<file path="src/core/tfx_defines.vh">
// Purpose: constants for the tape formatter task executor
// Assumes: 200 MHz controller clock
// Notes: task codes of this block's own command port
`ifndef TFX_DEFINES_VH
`define TFX_DEFINES_VH
`define TFX_CMD_NOP 16'h0000
`define TFX_CMD_SENSE 16'h009c
`define TFX_CMD_CLEAR 16'h009d
`define TFX_CMD_WTM 16'h0001
`define TFX_CMD_WRITE 16'h0002
`define TFX_CMD_SDS 16'h0003
`define TFX_CMD_LOOP 16'h0004
`define TFX_OP_MASK 16'hff00
`define TFX_REG_SENSE_LO 8'h1c
`define TFX_REG_SENSE_HI 8'h1e
`define TFX_REG_DETAIL3 8'h36
`define TFX_CFG_FMT_BIT 7
`define TFX_ST1_OPCHK 11
`define TFX_ST2_DCHK 15
`define TFX_RETRY_FIRST 4'h5
`define TFX_RETRY_LATER 4'ha
`define TFX_RAMP_NS 100000
`define TFX_CLK_NS 5
`define TFX_FIFO_DEPTH 4
`define TFX_FIFO_AW 2
`define TFX_MODE_PE 2'h2
`define TFX_MODE_GCR 2'h3
`endif

</file>
<file path="src/core/tfx_fifo.v">
// Purpose: small data buffer between adapter and tape write path
// Assumes: single clock, same-cycle push and pop allowed
// Notes: width and depth shape the storage
`timescale 1ns/1ps
`default_nettype none
module tfx_fifo #(
    parameter WIDTH = 16,
    parameter DEPTH = 4,
    parameter AW = 2
) (
    // clock and reset
    input wire sys_clk_in,
    input wire rst_n_in,
    // fill side
    input wire in_valid_in,
    output wire in_ready_out,
    input wire [WIDTH-1:0] in_data_in,
    // drain side
    output wire out_valid_out,
    input wire out_ready_in,
    output wire [WIDTH-1:0] out_data_out,
    // level
    output wire [AW:0] count_out
);
    reg [WIDTH-1:0] mem_q [0:DEPTH-1];
    reg [AW-1:0] wp_q;
    reg [AW-1:0] rp_q;
    reg [AW:0] cnt_q;
    wire push = in_valid_in && in_ready_out;
    wire pop = out_valid_out && out_ready_in;
    assign in_ready_out = (cnt_q != DEPTH[AW:0]);
    assign out_valid_out = |cnt_q;
    assign out_data_out = mem_q[rp_q];
    assign count_out = cnt_q;
    always @(posedge sys_clk_in) begin
        if (push) begin
            mem_q[wp_q] <= in_data_in;
        end
    end
    always @(posedge sys_clk_in or negedge rst_n_in) begin
        if (!rst_n_in) begin
            wp_q <= {AW{1'b0}};
            rp_q <= {AW{1'b0}};
            cnt_q <= {(AW+1){1'b0}};
        end else begin
            if (push) begin
                wp_q <= wp_q + 1'b1;
            end
            if (pop) begin
                rp_q <= rp_q + 1'b1;
            end
            if (push && !pop) begin
                cnt_q <= cnt_q + 1'b1;
            end else if (pop && !push) begin
                cnt_q <= cnt_q - 1'b1;
            end
        end
    end
endmodule
`default_nettype wire

</file>
<file path="src/core/tfx_task_executor.v">
// Purpose: task execution of a tape formatter behind an adapter channel
// Assumes: transport pins asynchronous; adapter logic on sys_clk_in
// Notes: one block written per data word burst; detail words by index
// Operation
// write tape mark moves forward, erases, writes mode mark, no data
// read-back verifies erase and mark; stop in gap after mark
// unbuffered: busy held until mark is on tape
// buffered: mark queued, busy drops; second consecutive mark holds busy
// unbuffered write records one block, format from config bit 7
// each block verified by read head; stop in following gap
// write on protected reel: no data, no motion, operation check set
// buffered write fills buffer with request pulses; stop ends busy
// tape motion starts during filling after ramp; drain at speed
// non-write command waits until buffer drains to tape; code holds task codes 1 to 7, write included, and runs sense and clear at once
// first-block data check: rewind, erase, rewrite up to five times
// later block: reverse, erase, rewrite five times, repeat to ten
// errors counted in sense byte; uncorrectable sets word two bit 15
// no-op changes nothing, nak when busy, normal termination; code clears both status words and reloads the format bit on a no-op
// detail status send starts at command bits 13-15, up to eight; code takes the start index from bits 10-8
// detail words: tracks, errors, rejects, sense, check, reserved
// sense byte: eot, bot, protect, gap inhibit, density; reverse zero
// sense byte: ready, online, write status when write and erase
// loop write-to-read: no motion, data looped to read path
// sense bytes latched at reset; byte zero copied after each task; code copies it only after mark, write, loop and sense tasks
// sense task steps byte pointer; device clear resets it and busy
// sense byte two: mode 10 pe, 11 gcr, speed code three bits
`timescale 1ns/1ps
`default_nettype none
`include "tfx_defines.vh"
module tfx_task_executor (
    // clock and reset
    input wire sys_clk_in,
    input wire rst_n_in,
    // adapter task port
    input wire task_valid_in,
    input wire [15:0] task_code_in,
    output wire task_nak_out,
    output reg busy_out,
    input wire buffered_mode_in,
    input wire [15:0] config_word_in,
    // adapter data port
    input wire wr_data_valid_in,
    input wire [15:0] wr_data_in,
    input wire adapter_stop_in,
    output reg transfer_request_strobe_out,
    input wire [7:0] rate_div_in,
    // register input port
    input wire [7:0] reg_addr_in,
    output reg [15:0] reg_data_out,
    output reg [15:0] status1_out,
    output reg [15:0] status2_out,
    // detail status stream
    output reg [15:0] detail_data_out,
    output reg detail_valid_out,
    input wire [3:0] detail_range_in,
    // tape transport pins
    input wire end_of_tape_flag_in,
    input wire load_point_flag_in,
    input wire reel_protect_flag_in,
    input wire rewinding_in,
    input wire online_in,
    input wire read_check_in,
    input wire up_to_speed_in,
    input wire [2:0] speed_code_in,
    output reg motion_fwd_out,
    output reg motion_rev_out,
    output reg erase_out,
    output reg write_en_out,
    output reg mark_out,
    output reg loopback_out,
    output reg [15:0] tape_data_out,
    output reg tape_data_valid_out
);
    localparam RAMP_CYC = (`TFX_RAMP_NS + `TFX_CLK_NS - 1) / `TFX_CLK_NS;
    localparam S_IDLE = 8'h01, S_RAMP = 8'h02, S_WRITE = 8'h04;
    localparam S_VERIFY = 8'h08, S_REPOS = 8'h10, S_MARK = 8'h20;
    localparam S_SDS = 8'h40, S_DRAIN = 8'h80;

    // ==================================================================
    // pin synchronisers
    reg [10:0] pin_m_q, pin_s_q;
    wire eot_s = pin_s_q[0], bot_s = pin_s_q[1], prot_s = pin_s_q[2];
    wire rew_s = pin_s_q[3], onl_s = pin_s_q[4], rchk_s = pin_s_q[5];
    wire spd_ok_s = pin_s_q[6];
    wire [2:0] spd_s = pin_s_q[9:7];
    always @(posedge sys_clk_in or negedge rst_n_in) begin
        if (!rst_n_in) begin
            pin_m_q <= 11'h000;
            pin_s_q <= 11'h000;
        end else begin
            pin_m_q <= {1'b0, speed_code_in, up_to_speed_in, read_check_in,
                online_in, rewinding_in, reel_protect_flag_in,
                load_point_flag_in, end_of_tape_flag_in};
            pin_s_q <= pin_m_q;
        end
    end

    // ==================================================================
    // sense bytes
    reg [7:0] err_cnt_q;
    reg gcr_q;
    wire [7:0] sb0_now = {eot_s, bot_s, write_en_out & ~erase_out,
        write_en_out & erase_out, prot_s, gcr_q, ~rew_s, onl_s};
    wire [7:0] sb2_now = {gcr_q ? `TFX_MODE_GCR : `TFX_MODE_PE,
        3'h0, spd_s};

    // ==================================================================
    // buffer
    wire fifo_in_ready, fifo_out_valid;
    wire [15:0] fifo_out_data;
    wire [`TFX_FIFO_AW:0] fifo_cnt;
    reg drain_q;
    tfx_fifo #(.WIDTH(16), .DEPTH(`TFX_FIFO_DEPTH), .AW(`TFX_FIFO_AW)) u_buf (
        .sys_clk_in(sys_clk_in),
        .rst_n_in(rst_n_in),
        .in_valid_in(wr_data_valid_in),
        .in_ready_out(fifo_in_ready),
        .in_data_in(wr_data_in),
        .out_valid_out(fifo_out_valid),
        .out_ready_in(drain_q),
        .out_data_out(fifo_out_data),
        .count_out(fifo_cnt)
    );

    // ==================================================================
    // control
    reg [7:0] st_q;
    reg [16:0] tmr_q;
    reg [7:0] rdiv_q;
    reg [3:0] retry_q, rounds_q;
    reg first_blk_q, filling_q, mark_pend_q, last_mark_q, loop_q;
    reg [15:0] pend_q;
    reg pend_v_q;
    reg [2:0] ds_ptr_q;
    reg [3:0] ds_left_q;
    reg [5:0] sense_ptr_q;
    reg [15:0] detail3_q, sense_lo_q, sense_hi_q, crc_q;
    reg [1:0] init_q;
    wire [15:0] op = pend_v_q ? pend_q : task_code_in;
    assign task_nak_out = task_valid_in && busy_out &&
        task_code_in == `TFX_CMD_NOP;
    wire take = pend_v_q ? st_q == S_IDLE : task_valid_in && !busy_out;
    wire [15:0] op_k = op & ~`TFX_OP_MASK;
    wire is_wr = op_k == `TFX_CMD_WRITE;
    wire is_loop = op_k == `TFX_CMD_LOOP;

    function [15:0] detail_word;
        input [2:0] idx;
        input [15:0] errs, s3, crc;
        begin
            case (idx)
                3'h1: detail_word = errs;
                3'h3: detail_word = s3;
                3'h4: detail_word = crc;
                default: detail_word = 16'h0000;
            endcase
        end
    endfunction

    always @(*) begin
        case (reg_addr_in)
            `TFX_REG_SENSE_LO: reg_data_out = sense_lo_q;
            `TFX_REG_SENSE_HI: reg_data_out = sense_hi_q;
            `TFX_REG_DETAIL3: reg_data_out = detail3_q;
            default: reg_data_out = 16'h0000;
        endcase
    end

    always @(posedge sys_clk_in or negedge rst_n_in) begin
        if (!rst_n_in) begin
            st_q <= S_IDLE;
            busy_out <= 1'b0;
            tmr_q <= 17'h00000;
            rdiv_q <= 8'h00;
            retry_q <= 4'h0;
            rounds_q <= 4'h0;
            first_blk_q <= 1'b1;
            filling_q <= 1'b0;
            mark_pend_q <= 1'b0;
            last_mark_q <= 1'b0;
            loop_q <= 1'b0;
            pend_q <= 16'h0000;
            pend_v_q <= 1'b0;
            ds_ptr_q <= 3'h0;
            ds_left_q <= 4'h0;
            sense_ptr_q <= 6'h00;
            detail3_q <= 16'h0000;
            sense_lo_q <= 16'h0000;
            sense_hi_q <= 16'h0000;
            crc_q <= 16'h0000;
            err_cnt_q <= 8'h00;
            gcr_q <= 1'b0;
            init_q <= 2'h0;
            drain_q <= 1'b0;
            status1_out <= 16'h0000;
            status2_out <= 16'h0000;
            detail_data_out <= 16'h0000;
            detail_valid_out <= 1'b0;
            transfer_request_strobe_out <= 1'b0;
            motion_fwd_out <= 1'b0;
            motion_rev_out <= 1'b0;
            erase_out <= 1'b0;
            write_en_out <= 1'b0;
            mark_out <= 1'b0;
            loopback_out <= 1'b0;
            tape_data_out <= 16'h0000;
            tape_data_valid_out <= 1'b0;
        end else begin
            detail_valid_out <= 1'b0;
            transfer_request_strobe_out <= 1'b0;
            tape_data_valid_out <= 1'b0;
            drain_q <= 1'b0;
            if (init_q != 2'h3) begin
                init_q <= init_q + 2'h1;
            end
            if (init_q == 2'h2) begin
                sense_lo_q <= {sb0_now, 8'h00};
                sense_hi_q <= {sb2_now, 8'h00};
                detail3_q <= {sb0_now, 8'h00};
            end
            // request pulses at the adapter's rate
            if (filling_q) begin
                rdiv_q <= rdiv_q + 8'h01;
                if (rdiv_q == rate_div_in && fifo_in_ready) begin
                    rdiv_q <= 8'h00;
                    transfer_request_strobe_out <= 1'b1;
                end
                if (adapter_stop_in) begin
                    filling_q <= 1'b0;
                    busy_out <= 1'b0;
                end
            end
            if (take) begin
                status1_out <= 16'h0000;
                status2_out <= 16'h0000;
                busy_out <= 1'b0;
                gcr_q <= config_word_in[`TFX_CFG_FMT_BIT];
                if (op == `TFX_CMD_NOP) begin
                    // task reset only
                end else if (op == `TFX_CMD_CLEAR) begin
                    sense_ptr_q <= 6'h00;
                    busy_out <= 1'b0;
                    mark_pend_q <= 1'b0;
                end else if (op == `TFX_CMD_SENSE) begin
                    sense_ptr_q <= sense_ptr_q + 6'h01;
                    detail3_q <= (sense_ptr_q == 6'h02) ?
                        {sb2_now, 8'h00} : {sb0_now, err_cnt_q};
                end else if (op[15:3] == 13'h0000 && op != `TFX_CMD_NOP &&
                        st_q != S_IDLE) begin
                    pend_q <= op;
                    pend_v_q <= 1'b1;
                    busy_out <= 1'b1;
                end else if (op_k == `TFX_CMD_SDS) begin
                    ds_ptr_q <= op[10:8];
                    ds_left_q <= detail_range_in;
                    st_q <= S_SDS;
                    busy_out <= 1'b1;
                end else if ((is_wr || op_k == `TFX_CMD_WTM) && prot_s) begin
                    status1_out[`TFX_ST1_OPCHK] <= 1'b1;
                end else if (op_k == `TFX_CMD_WTM) begin
                    if (buffered_mode_in && !last_mark_q) begin
                        mark_pend_q <= 1'b1;
                        busy_out <= 1'b0;
                    end else begin
                        busy_out <= 1'b1;
                    end
                    last_mark_q <= 1'b1;
                    st_q <= S_RAMP;
                    tmr_q <= 17'h00000;
                    motion_fwd_out <= 1'b1;
                end else if (is_wr || is_loop) begin
                    last_mark_q <= 1'b0;
                    loop_q <= is_loop;
                    busy_out <= 1'b1;
                    filling_q <= 1'b1;
                    st_q <= S_RAMP;
                    tmr_q <= 17'h00000;
                    motion_fwd_out <= ~is_loop;
                    loopback_out <= is_loop;
                end
            end
            case (st_q)
                S_IDLE: begin
                    if (pend_v_q) begin
                        pend_v_q <= 1'b0;
                        sense_lo_q[15:8] <= sb0_now;
                    end
                end
                S_RAMP: begin
                    tmr_q <= tmr_q + 17'h00001;
                    if (tmr_q >= RAMP_CYC[16:0] - 17'h00001 &&
                            (spd_ok_s || loop_q)) begin
                        erase_out <= ~loop_q;
                        write_en_out <= 1'b1;
                        st_q <= last_mark_q ? S_MARK : S_WRITE;
                    end
                end
                S_MARK: begin
                    mark_out <= 1'b1;
                    tmr_q <= 17'h00000;
                    st_q <= S_VERIFY;
                end
                S_WRITE: begin
                    drain_q <= fifo_out_valid;
                    if (drain_q && fifo_out_valid) begin
                        tape_data_out <= fifo_out_data;
                        tape_data_valid_out <= 1'b1;
                        crc_q <= crc_q ^ fifo_out_data;
                    end
                    if (!filling_q && !fifo_out_valid && !drain_q) begin
                        st_q <= S_VERIFY;
                    end
                end
                S_VERIFY: begin
                    mark_out <= 1'b0;
                    write_en_out <= 1'b0;
                    erase_out <= 1'b0;
                    if (rchk_s && !loop_q) begin
                        err_cnt_q <= err_cnt_q + 8'h01;
                        if (retry_q == `TFX_RETRY_FIRST - 4'h1) begin
                            if (first_blk_q ||
                                    rounds_q == `TFX_RETRY_LATER - 4'h1) begin
                                status2_out[`TFX_ST2_DCHK] <= 1'b1;
                                status2_out[`TFX_FIFO_AW:0] <= fifo_cnt;
                                st_q <= S_DRAIN;
                            end else begin
                                rounds_q <= rounds_q + 4'h1;
                                retry_q <= 4'h0;
                                st_q <= S_REPOS;
                            end
                        end else begin
                            retry_q <= retry_q + 4'h1;
                            st_q <= S_REPOS;
                        end
                        motion_fwd_out <= 1'b0;
                        motion_rev_out <= 1'b1;
                    end else begin
                        st_q <= S_DRAIN;
                    end
                end
                S_REPOS: begin
                    // back to load point or one block, then rewrite
                    if (!first_blk_q || bot_s) begin
                        motion_rev_out <= 1'b0;
                        motion_fwd_out <= 1'b1;
                        tmr_q <= 17'h00000;
                        st_q <= S_RAMP;
                    end
                end
                S_SDS: begin
                    if (ds_left_q != 4'h0) begin
                        detail_data_out <= detail_word(ds_ptr_q,
                            {8'h00, err_cnt_q}, detail3_q, crc_q);
                        detail_valid_out <= 1'b1;
                        ds_ptr_q <= ds_ptr_q + 3'h1;
                        ds_left_q <= ds_left_q - 4'h1;
                        if (ds_ptr_q == 3'h7) begin
                            ds_left_q <= 4'h0;
                        end
                    end else begin
                        busy_out <= 1'b0;
                        st_q <= S_IDLE;
                    end
                end
                S_DRAIN: begin
                    motion_fwd_out <= 1'b0; // stop in gap
                    motion_rev_out <= 1'b0;
                    loopback_out <= 1'b0;
                    first_blk_q <= 1'b0;
                    retry_q <= 4'h0;
                    rounds_q <= 4'h0;
                    mark_pend_q <= 1'b0;
                    detail3_q[15:8] <= sb0_now;
                    if (!filling_q) begin
                        busy_out <= 1'b0;
                    end
                    st_q <= S_IDLE;
                end
                default: st_q <= S_IDLE;
            endcase
        end
    end
endmodule
`default_nettype wire

</file>
<file path="config.mk">
export PLATFORM = sky130hd
export DESIGN_NAME = tfx_task_executor
export DESIGN_NICKNAME = d
export VERILOG_FILES = /design/src/core/tfx_fifo.v /design/src/core/tfx_task_executor.v
export VERILOG_INCLUDE_DIRS = /design/src /design/src/core
export SDC_FILE = /design/constraint.sdc
export NUM_CORES = 1
export LEC_CHECK = 0
export BUFFER_PORTS_ARGS = -buffer_cell sky130_fd_sc_hd__buf_2
export CORE_ASPECT_RATIO = 1.4
export CORE_UTILIZATION = 55
export CTS_BUF_LIST = sky130_fd_sc_hd__clkbuf_4
export DETAILED_ROUTE_END_ITERATION = 10
export PLACE_DENSITY = 0.77
export SYNTH_ARGS = -nofsm -noshare
export SYNTH_HDL_FRONTEND = slang
export SYNTH_SLANG_ARGS = --single-unit
</file>
<file path="constraint.sdc">
create_clock -name sys_clk_in -period 3.5 [get_ports sys_clk_in]
set_input_delay 0.7 -clock sys_clk_in [delete_from_list [all_inputs] [get_ports sys_clk_in]]
set_output_delay 0.7 -clock sys_clk_in [all_outputs]
set_load 0.03 [all_outputs]
</file>
## Yosys cells after proc, flatten, opt, wreduce, memory -nomap -nowiden

Memories as Yosys holds them, arrays and structs flattened.
Index checks and enable logic that the tools add are counted.

- Multiplexer cells: 163
- Reduce and logical (&&, ||, !) cells: 57
- Eq/ne operators: 42
- $lt $le $gt $ge: 1
- $add $sub $neg: 13
- Bitwise gates (word level): 14

Operators by type and width:

| kind | number |
|---|---|
| 17-bit 2-to-1 mux | 10 |
| 8-bit 2-to-1 mux | 20 |
| 16-bit 2-to-1 mux | 9 |
| 16-bit case mux with 3 select lines | 2 |
| 1-bit 2-to-1 mux | 80 |
| 4-bit 2-to-1 mux | 15 |
| 8-bit case mux with 7 select lines | 1 |
| 17-bit case mux with 3 select lines | 1 |
| 3-bit 2-to-1 mux | 14 |
| 16-bit by 8-bit equality test with 1-bit output, second input constant | 2 |
| 16-bit zero test | 2 |
| 8-bit by 2-bit equality test with 1-bit output, second input constant | 3 |
| 8-bit by 5-bit equality test with 1-bit output, second input constant | 3 |
| 6-bit 2-to-1 mux | 3 |
| 9-bit AND reduction | 2 |
| 17-bit by 1-bit adder with 17-bit output, second input constant | 1 |
| 17-bit by 15-bit greater-or-equal comparator with 1-bit output, second input constant | 1 |
| 8-bit by 1-bit adder with 8-bit output, second input constant | 2 |
| 8-bit by 1-bit equality test with 1-bit output, second input constant | 2 |
| 8-bit by 3-bit equality test with 1-bit output, second input constant | 2 |
| 8-bit by 6-bit equality test with 1-bit output, second input constant | 2 |
| 1-bit logical AND | 16 |
| 4-bit case mux with 2 select lines | 2 |
| 16-bit nonzero test | 1 |
| other kinds (38) | 94 |

- Memories kept: 1
- Input bits: 84
- RAM bits: 64
- Register bits after elaboration: 206
- Logic and storage cells: 332
- Output and inout bits: 91

Memory list:

| name | words | bits a word | rd ports | clocked after Yosys merged registers in | wr ports | RTL line | source |
|---|---|---|---|---|---|---|---|
| u_buf.mem_q | 4 | 16 | 1 | 0 | 1 | tfx_fifo.v:25 | `reg [WIDTH-1:0] mem_q [0:DEPTH-1];` |

## Depth between registers and ports, before layout

- Depth after elaboration: 14
- Gate-level depth with buffers: 10
- Depth with buffers taken out: 9

## Cells and area by module

Synthesis repeated with hierarchy kept, for this count alone.

- Cells, all modules: 1,070
- Area, all modules: 12,320.6 um^2

Modules (own cells, without submodules):

| module | times used | seq. area each (um^2) | area an instance (um^2) | cells an instance |
|---|---|---|---|---|
| tfx_task_executor | 1 | 4,982.3 | 9,560.4 | 951 |
| tfx_fifo | 1 | 2,097.0 | 2,760.1 | 119 |

## Least setup slack after synthesis

OpenSTA, ideal clock, no wires.

- Path kind: input to register
- Start: input port task_code_in[4]
- End: register tmr_q[13]
- Slack: 629 ps
- Arrival: 2,791 ps
- Data required time: 3,419 ps
- Path buffers: 1
- Stages on the path: 8
- Path through: or3_2 > a222oi_1 > nand2_1 > a21boi_4 > o211a_4 > o21bai_4 > buf_12 > a31oi_4

- Word-level cells in the longest chain between the ends: 14

Ends and longest elaborated chain:

| element | RTL line | source |
|---|---|---|
| start, declared | tfx_task_executor.v:36 | `input wire [15:0] task_code_in,` |
| 16-bit 2-to-1 mux (*) | tfx_task_executor.v:139 | `wire [15:0] op = pend_v_q ? pend_q : task_code_in;` |
| 8-bit by 2-bit equality test with 1-bit output (no line) or 8-bit by 3-bit equality test with 1-bit output (tied branches) | -- |  |
| 1-bit logical OR | tfx_task_executor.v:271 | `end else if (is_wr \|\| is_loop) begin` |
| 17-bit 2-to-1 mux | tfx_task_executor.v:271 |  |
| 17-bit 2-to-1 mux | tfx_task_executor.v:260 | `` end else if (op_k == `TFX_CMD_WTM) begin `` |
| 17-bit 2-to-1 mux | tfx_task_executor.v:258 | `` end else if ((is_wr \|\| op_k == `TFX_CMD_WTM) && prot_s) begin `` |
| 17-bit 2-to-1 mux | tfx_task_executor.v:253 | `` end else if (op_k == `TFX_CMD_SDS) begin `` |
| 17-bit 2-to-1 mux | tfx_task_executor.v:248 | `` end else if (op[15:3] == 13'h0000 && op != `TFX_CMD_NOP && `` |
| 17-bit 2-to-1 mux | tfx_task_executor.v:244 | `` end else if (op == `TFX_CMD_SENSE) begin `` |
| 17-bit 2-to-1 mux | tfx_task_executor.v:240 | `` end else if (op == `TFX_CMD_CLEAR) begin `` |
| 17-bit 2-to-1 mux (*) | tfx_task_executor.v:238 | `` if (op == `TFX_CMD_NOP) begin `` |
| 17-bit 2-to-1 mux (*) | tfx_task_executor.v:233 | `if (take) begin` |
| 17-bit 2-to-1 mux | tfx_task_executor.v:343 | `if (!first_blk_q \|\| bot_s) begin` |
| 17-bit case mux with 3 select lines (*) | tfx_task_executor.v:282 | `case (st_q)` |
| end signal, assigned | tfx_task_executor.v:290 | `tmr_q <= tmr_q + 17'h00001;` |
| end, declared | tfx_task_executor.v:128 | `reg [16:0] tmr_q;` |

Every way passes the cells marked *; elsewhere a longest branch is shown, timed or not.
A chain may end at the register's enable or synchronous reset.

## Worst setup path in the final report

- Start: register pend_v_q
- End: register tmr_q[16]

- Word-level cells in the longest chain between the ends: 14

Ends and longest elaborated chain:

| element | RTL line | source |
|---|---|---|
| start, declared | tfx_task_executor.v:133 | `reg pend_v_q;` |
| start signal, assigned | tfx_task_executor.v:183 | `pend_v_q <= 1'b0;` |
| start signal, assigned | tfx_task_executor.v:251 | `pend_v_q <= 1'b1;` |
| start signal, assigned | tfx_task_executor.v:285 | `pend_v_q <= 1'b0;` |
| 16-bit 2-to-1 mux | tfx_task_executor.v:139 |  |
| 8-bit by 2-bit equality test with 1-bit output (no line) or 8-bit by 3-bit equality test with 1-bit output (tied branches) | -- |  |
| 1-bit logical OR | tfx_task_executor.v:271 |  |
| 17-bit 2-to-1 mux | tfx_task_executor.v:271 |  |
| 17-bit 2-to-1 mux | tfx_task_executor.v:260 |  |
| 17-bit 2-to-1 mux | tfx_task_executor.v:258 |  |
| 17-bit 2-to-1 mux | tfx_task_executor.v:253 |  |
| 17-bit 2-to-1 mux | tfx_task_executor.v:248 |  |
| 17-bit 2-to-1 mux | tfx_task_executor.v:244 |  |
| 17-bit 2-to-1 mux | tfx_task_executor.v:240 |  |
| 17-bit 2-to-1 mux | tfx_task_executor.v:238 |  |
| 17-bit 2-to-1 mux (*) | tfx_task_executor.v:233 |  |
| 17-bit 2-to-1 mux | tfx_task_executor.v:343 |  |
| 17-bit case mux with 3 select lines (*) | tfx_task_executor.v:282 |  |

Marks and branches as above.

==> summary.md <==
Pwr
- **leakage power summed over all cells** 6.66 nW
- **Pwr per Cell Area** 547 nW/um2
- **final total power** 7.76 mW
- **maximum vdd drop** 0.375 mV

Routing
- **Detail Route Antenna Nets** 0
- **post-DR vias/cell** 5.63
- **routed wire length per instance** 17.5 um
- **drt total wl** 27,400 um
- **total DRC errors in the routed layout** 0
- **number of DRC markers after the initial detailed-route iteration** 569
- **via total after detailed routing** 8,804
- **number of search-and-repair iterations in the first detailed-routing pass** 5

Global route
- **first-pass GRT wire length** 44,100 um
- **pin count of the biggest net entering global routing** 84
- **grt total ovfl** 0
- **number of global-route vias before repair** 8,714
- **aggregate global-route resource usage** 24.7%
- **number of antenna violations at the first check in global routing** 1

Worst hold path
- **depth of the worst hold-timing path** 1
- **class of the worst hold path** input port to flop

Final layout
- **net total in the final layout** 1,325
- **fraction of layout cells with a size suffix above 1** 26.4%
- **Finished Layout Cells** 1,565
- **area growth from synthesis to final layout** 14.8%

STA
- **worst slew slack as a fraction of its limit** 34.2%
- **unrepaired setup endpoints after global routing** no
- **Max Transition Viols Final** 0
- **number of endpoints with negative hold slack in the final report** 0
- **final setup TNS** 0 ps
- **Fmax** 338 MHz
- **slew at the pin with the worst max-slew slack** 987 ps
- **Min Clock Period, post-route** 2960 ps
- **worst clock skew on the final layout** 41.2 ps
- **total of endpoints with negative setup slack in the final report** 0
- **worst-case setup margin in the final layout** 541 ps
- **final hold slack** 125 ps
- **part of the cycle the worst path needs** 84.6%

Yosys
- **share of the synthesized area in the top cell type** 41.3%
- **cell accounting for the most synthesized area** dfrtp_1
- **Post-Synthesis Cell Area** 12,400 um2
- **number of unique standard cell types used by synthesis** 94
- **Mean Syn Cell Area** 12.0 um2
- **register bit total from synthesis** 270
- **most common flop cell mapped by yosys** dfrtp_1
- **share of synthesized flip-flops with an asynchronous set or reset** 76.3%
- **Syn Inst Count** 1,033
- **sequential share of the synthesized area** 57.2%
- **number of enable-type register cells in the synthesized netlist** 64
- **synthesis warning total** 0
- **synth top area cells** dfrtp_1, edfxtp_1, mux4_2, nand2_1, ha_1

Place
- **DP HPWL** 18,800 um
- **PortBufs** 132
- **Cell Count Post-Placement** 1,443
- **weighted congestion reported at the end of routability-driven placement** 0.896
- **worst setup slack after placement** 516 ps

Setup path
- **crit start category** flop
- **worst-path fanout max** 17
- **endpoint class of the critical path** flop
- **kind of critical path** flop to flop
- **number of cells on the worst reg-to-reg path** 7
- **cell family with the largest share of critical-path delay** compound AO/OA/AOI/OAI gates
- **endpoint required time on the critical path** 4000 ps
- **CP Data Arrival Time** 3460 ps
- **CP peak stage delay** 650 ps
- **slowest stage cell on the critical path** dfrtp_1
- **critical path depth** 7
- **sequence of cells on the critical path** buf_4 -> mux2i_1 -> nand2_1 -> nor4_4 -> o211a_4 -> o21bai_4 -> a31oi_1
- **total buffers and inverters traversed by the critical path** 1

Clock tree
- **TritonCTS clock tree** built
- **Clk Tree Root Cell** clkbuf_4
- **maximum clock path buffer count** 3
- **latest clock arrival within the worst-skew pair** 690 ps
- **number of buffers inserted during clock tree synthesis** 69
- **maximum level of the CTS H-tree** 3
- **# clock sinks** 270
- **clock transition time at the flip-flop clock pins of the worst setup and hold paths** 60 ps

Run status
- **run status** finished, final reports clean

Floorplan
- **height of the die** 179 um
- **effective utilization at floorplan** 56.4%
- **# IOs** 175
- **horizontal die dimension** 129 um
- **CORE AREA** 21,900 um2
- **die outline area** 23,100 um2
- **standard-cell row count** 64

Job
- **Maximum Capacitance Violations** 0

-- cells in the final DEF (no fill, tap or decap), drive strengths merged, types with 24 or more instances in the layout --
| cell | synthesis | routed |
|---|---|---|
| clkbuf | 30 | 97 |
| dfrtp | 204 | 204 |
| nor2b | 35 | 35 |
| and3 | 26 | 26 |
| xor2 | 24 | 24 |
| a21oi | 35 | 35 |
| buf | 38 | 155 |
| inv | 32 | 32 |
| o21ai | 45 | 45 |
| nand2 | 77 | 77 |
| edfxtp | 64 | 64 |
| nor2 | 73 | 73 |
| conb | 1 | 27 |
-- worst paths after layout --
check	start	to	slack [ps]
min in group asynchronous	rst_n_in	pend_q[3]$_DFFE_PN0P_	580
max	pend_v_q$_DFF_PN0_	tmr_q[16]$_DFF_PN0_	540
min	speed_code_in[0]	pin_m_q[7]$_DFF_PN0_	130
max in group asynchronous	rst_n_in	st_q[0]$_DFF_PN1_	1990
min reg2reg	pin_m_q[2]$_DFF_PN0_	pin_s_q[2]$_DFF_PN0_	330
max reg2reg	pend_v_q$_DFF_PN0_	tmr_q[16]$_DFF_PN0_	540
-- per-layer routing --
metal | vias to the layer above | track usage (%) | wire length [um] | part of all wire, %
li1 | 4113 | - | - | -
met1 | 4311 | 30.4 | 11000 | 40
met2 | 302 | 39.8 | 13500 | 49
met3 | 78 | 6.22 | 1800 | 6.6
met4 | 0 | 13.4 | 1120 | 4.1
met5 | - | 0 | 0 | 0
-- worst register-to-register path, stage by stage, from the launching register on --
cell,delay (ps)
dfrtp_1,650
buf_4,270
mux2i_1,440
nand2_1,210
nor4_4,450
o211a_4,260
o21bai_4,320
a31oi_1,190
-- timing repair --
action | 4_1_cts | 5_1_grt
hold buffers | 1 | 0
setup buffers | 0 | 0
resized for setup | 0 | 0
endpoints found under the hold margin | 9 | 0
-- state kept, by name (all words and copies together) (netlist names), 10 cells and up --
signal	flops
detail_data_out	16
tmr_q	17
tape_data_out	16
u_buf.mem_q	64
crc_q	16
detail3_q	16
pend_q	16
pin_s_q	10
pin_m_q	10
-- metrics by stage --
stage               utilization [%]  instance area (um2)
global route                   64.7                14200
floorplan                         -                12500
detailed placement             60.6                13300
CTS                            64.7                14200
finish                         64.7                14200
global placement               60.6                13300
-- where the power goes --
| part | switching (mW) | total [mW] | internal, mW |
|---|---|---|---|
| clock network | 1.30 | 2.73 | 1.43 |
| registers | 0.238 | 3.82 | 3.58 |
| logic | 0.746 | 1.21 | 0.465 |
| total | 2.28 | 7.76 | 5.47 |
-- synthesized netlist by cell type (all sizes together) (3+ instances only) --
cell	count
edfxtp	64
a31oi	16
nand2	77
nand3	22
o211ai	4
nor2	73
mux4	16
or4	3
mux2i	11
nor3b	7
clkbuf	30
nand4	9
nor4	13
or3	9
or3b	3
and3	26
and3b	4
buf	38
a21oi	35
dfrtp	204
a32oi	3
o21ai	45
o22ai	9
nor3	19
and2	14
xnor2	21
a21o	20
a222oi	15
nand3b	9
inv	32
o2bb2ai	3
nand2b	13
nor2b	35
o21a	3
xor2	24
a22o	14
mux2	21
ha	22
a221oi	9
-- area by class of cell --
| type | count | area (um2) |
|---|---|---|
| Inverter | 33 | 124 |
| Antenna cell | 1 | 2.50 |
| Sequential cell | 270 | 7080 |
| Multi-Input combinational cell | 687 | 4860 |
| Tap cell | 297 | 372 |
| Fill cell | 1723 | 7750 |
| Clock buffer | 96 | 721 |
| Timing Repair Buffer | 157 | 872 |
| Clock inverter | 24 | 168 |
-- kinds of logic after synthesis --
| logic type | Yosys count | share of synthesized area (%) |
|---|---|---|
| simple gates | 343 | 14.7 |
| compound gates | 201 | 12.3 |
| fa+ha+maj | 23 | 2.39 |
| buf+inv | 102 | 4.34 |
| flops | 270 | 57.2 |
| other cells | 1 | 0.0303 |
| xor+xnor | 45 | 3.19 |
| mux | 48 | 5.82 |
(Power assumes the default switching activity.)
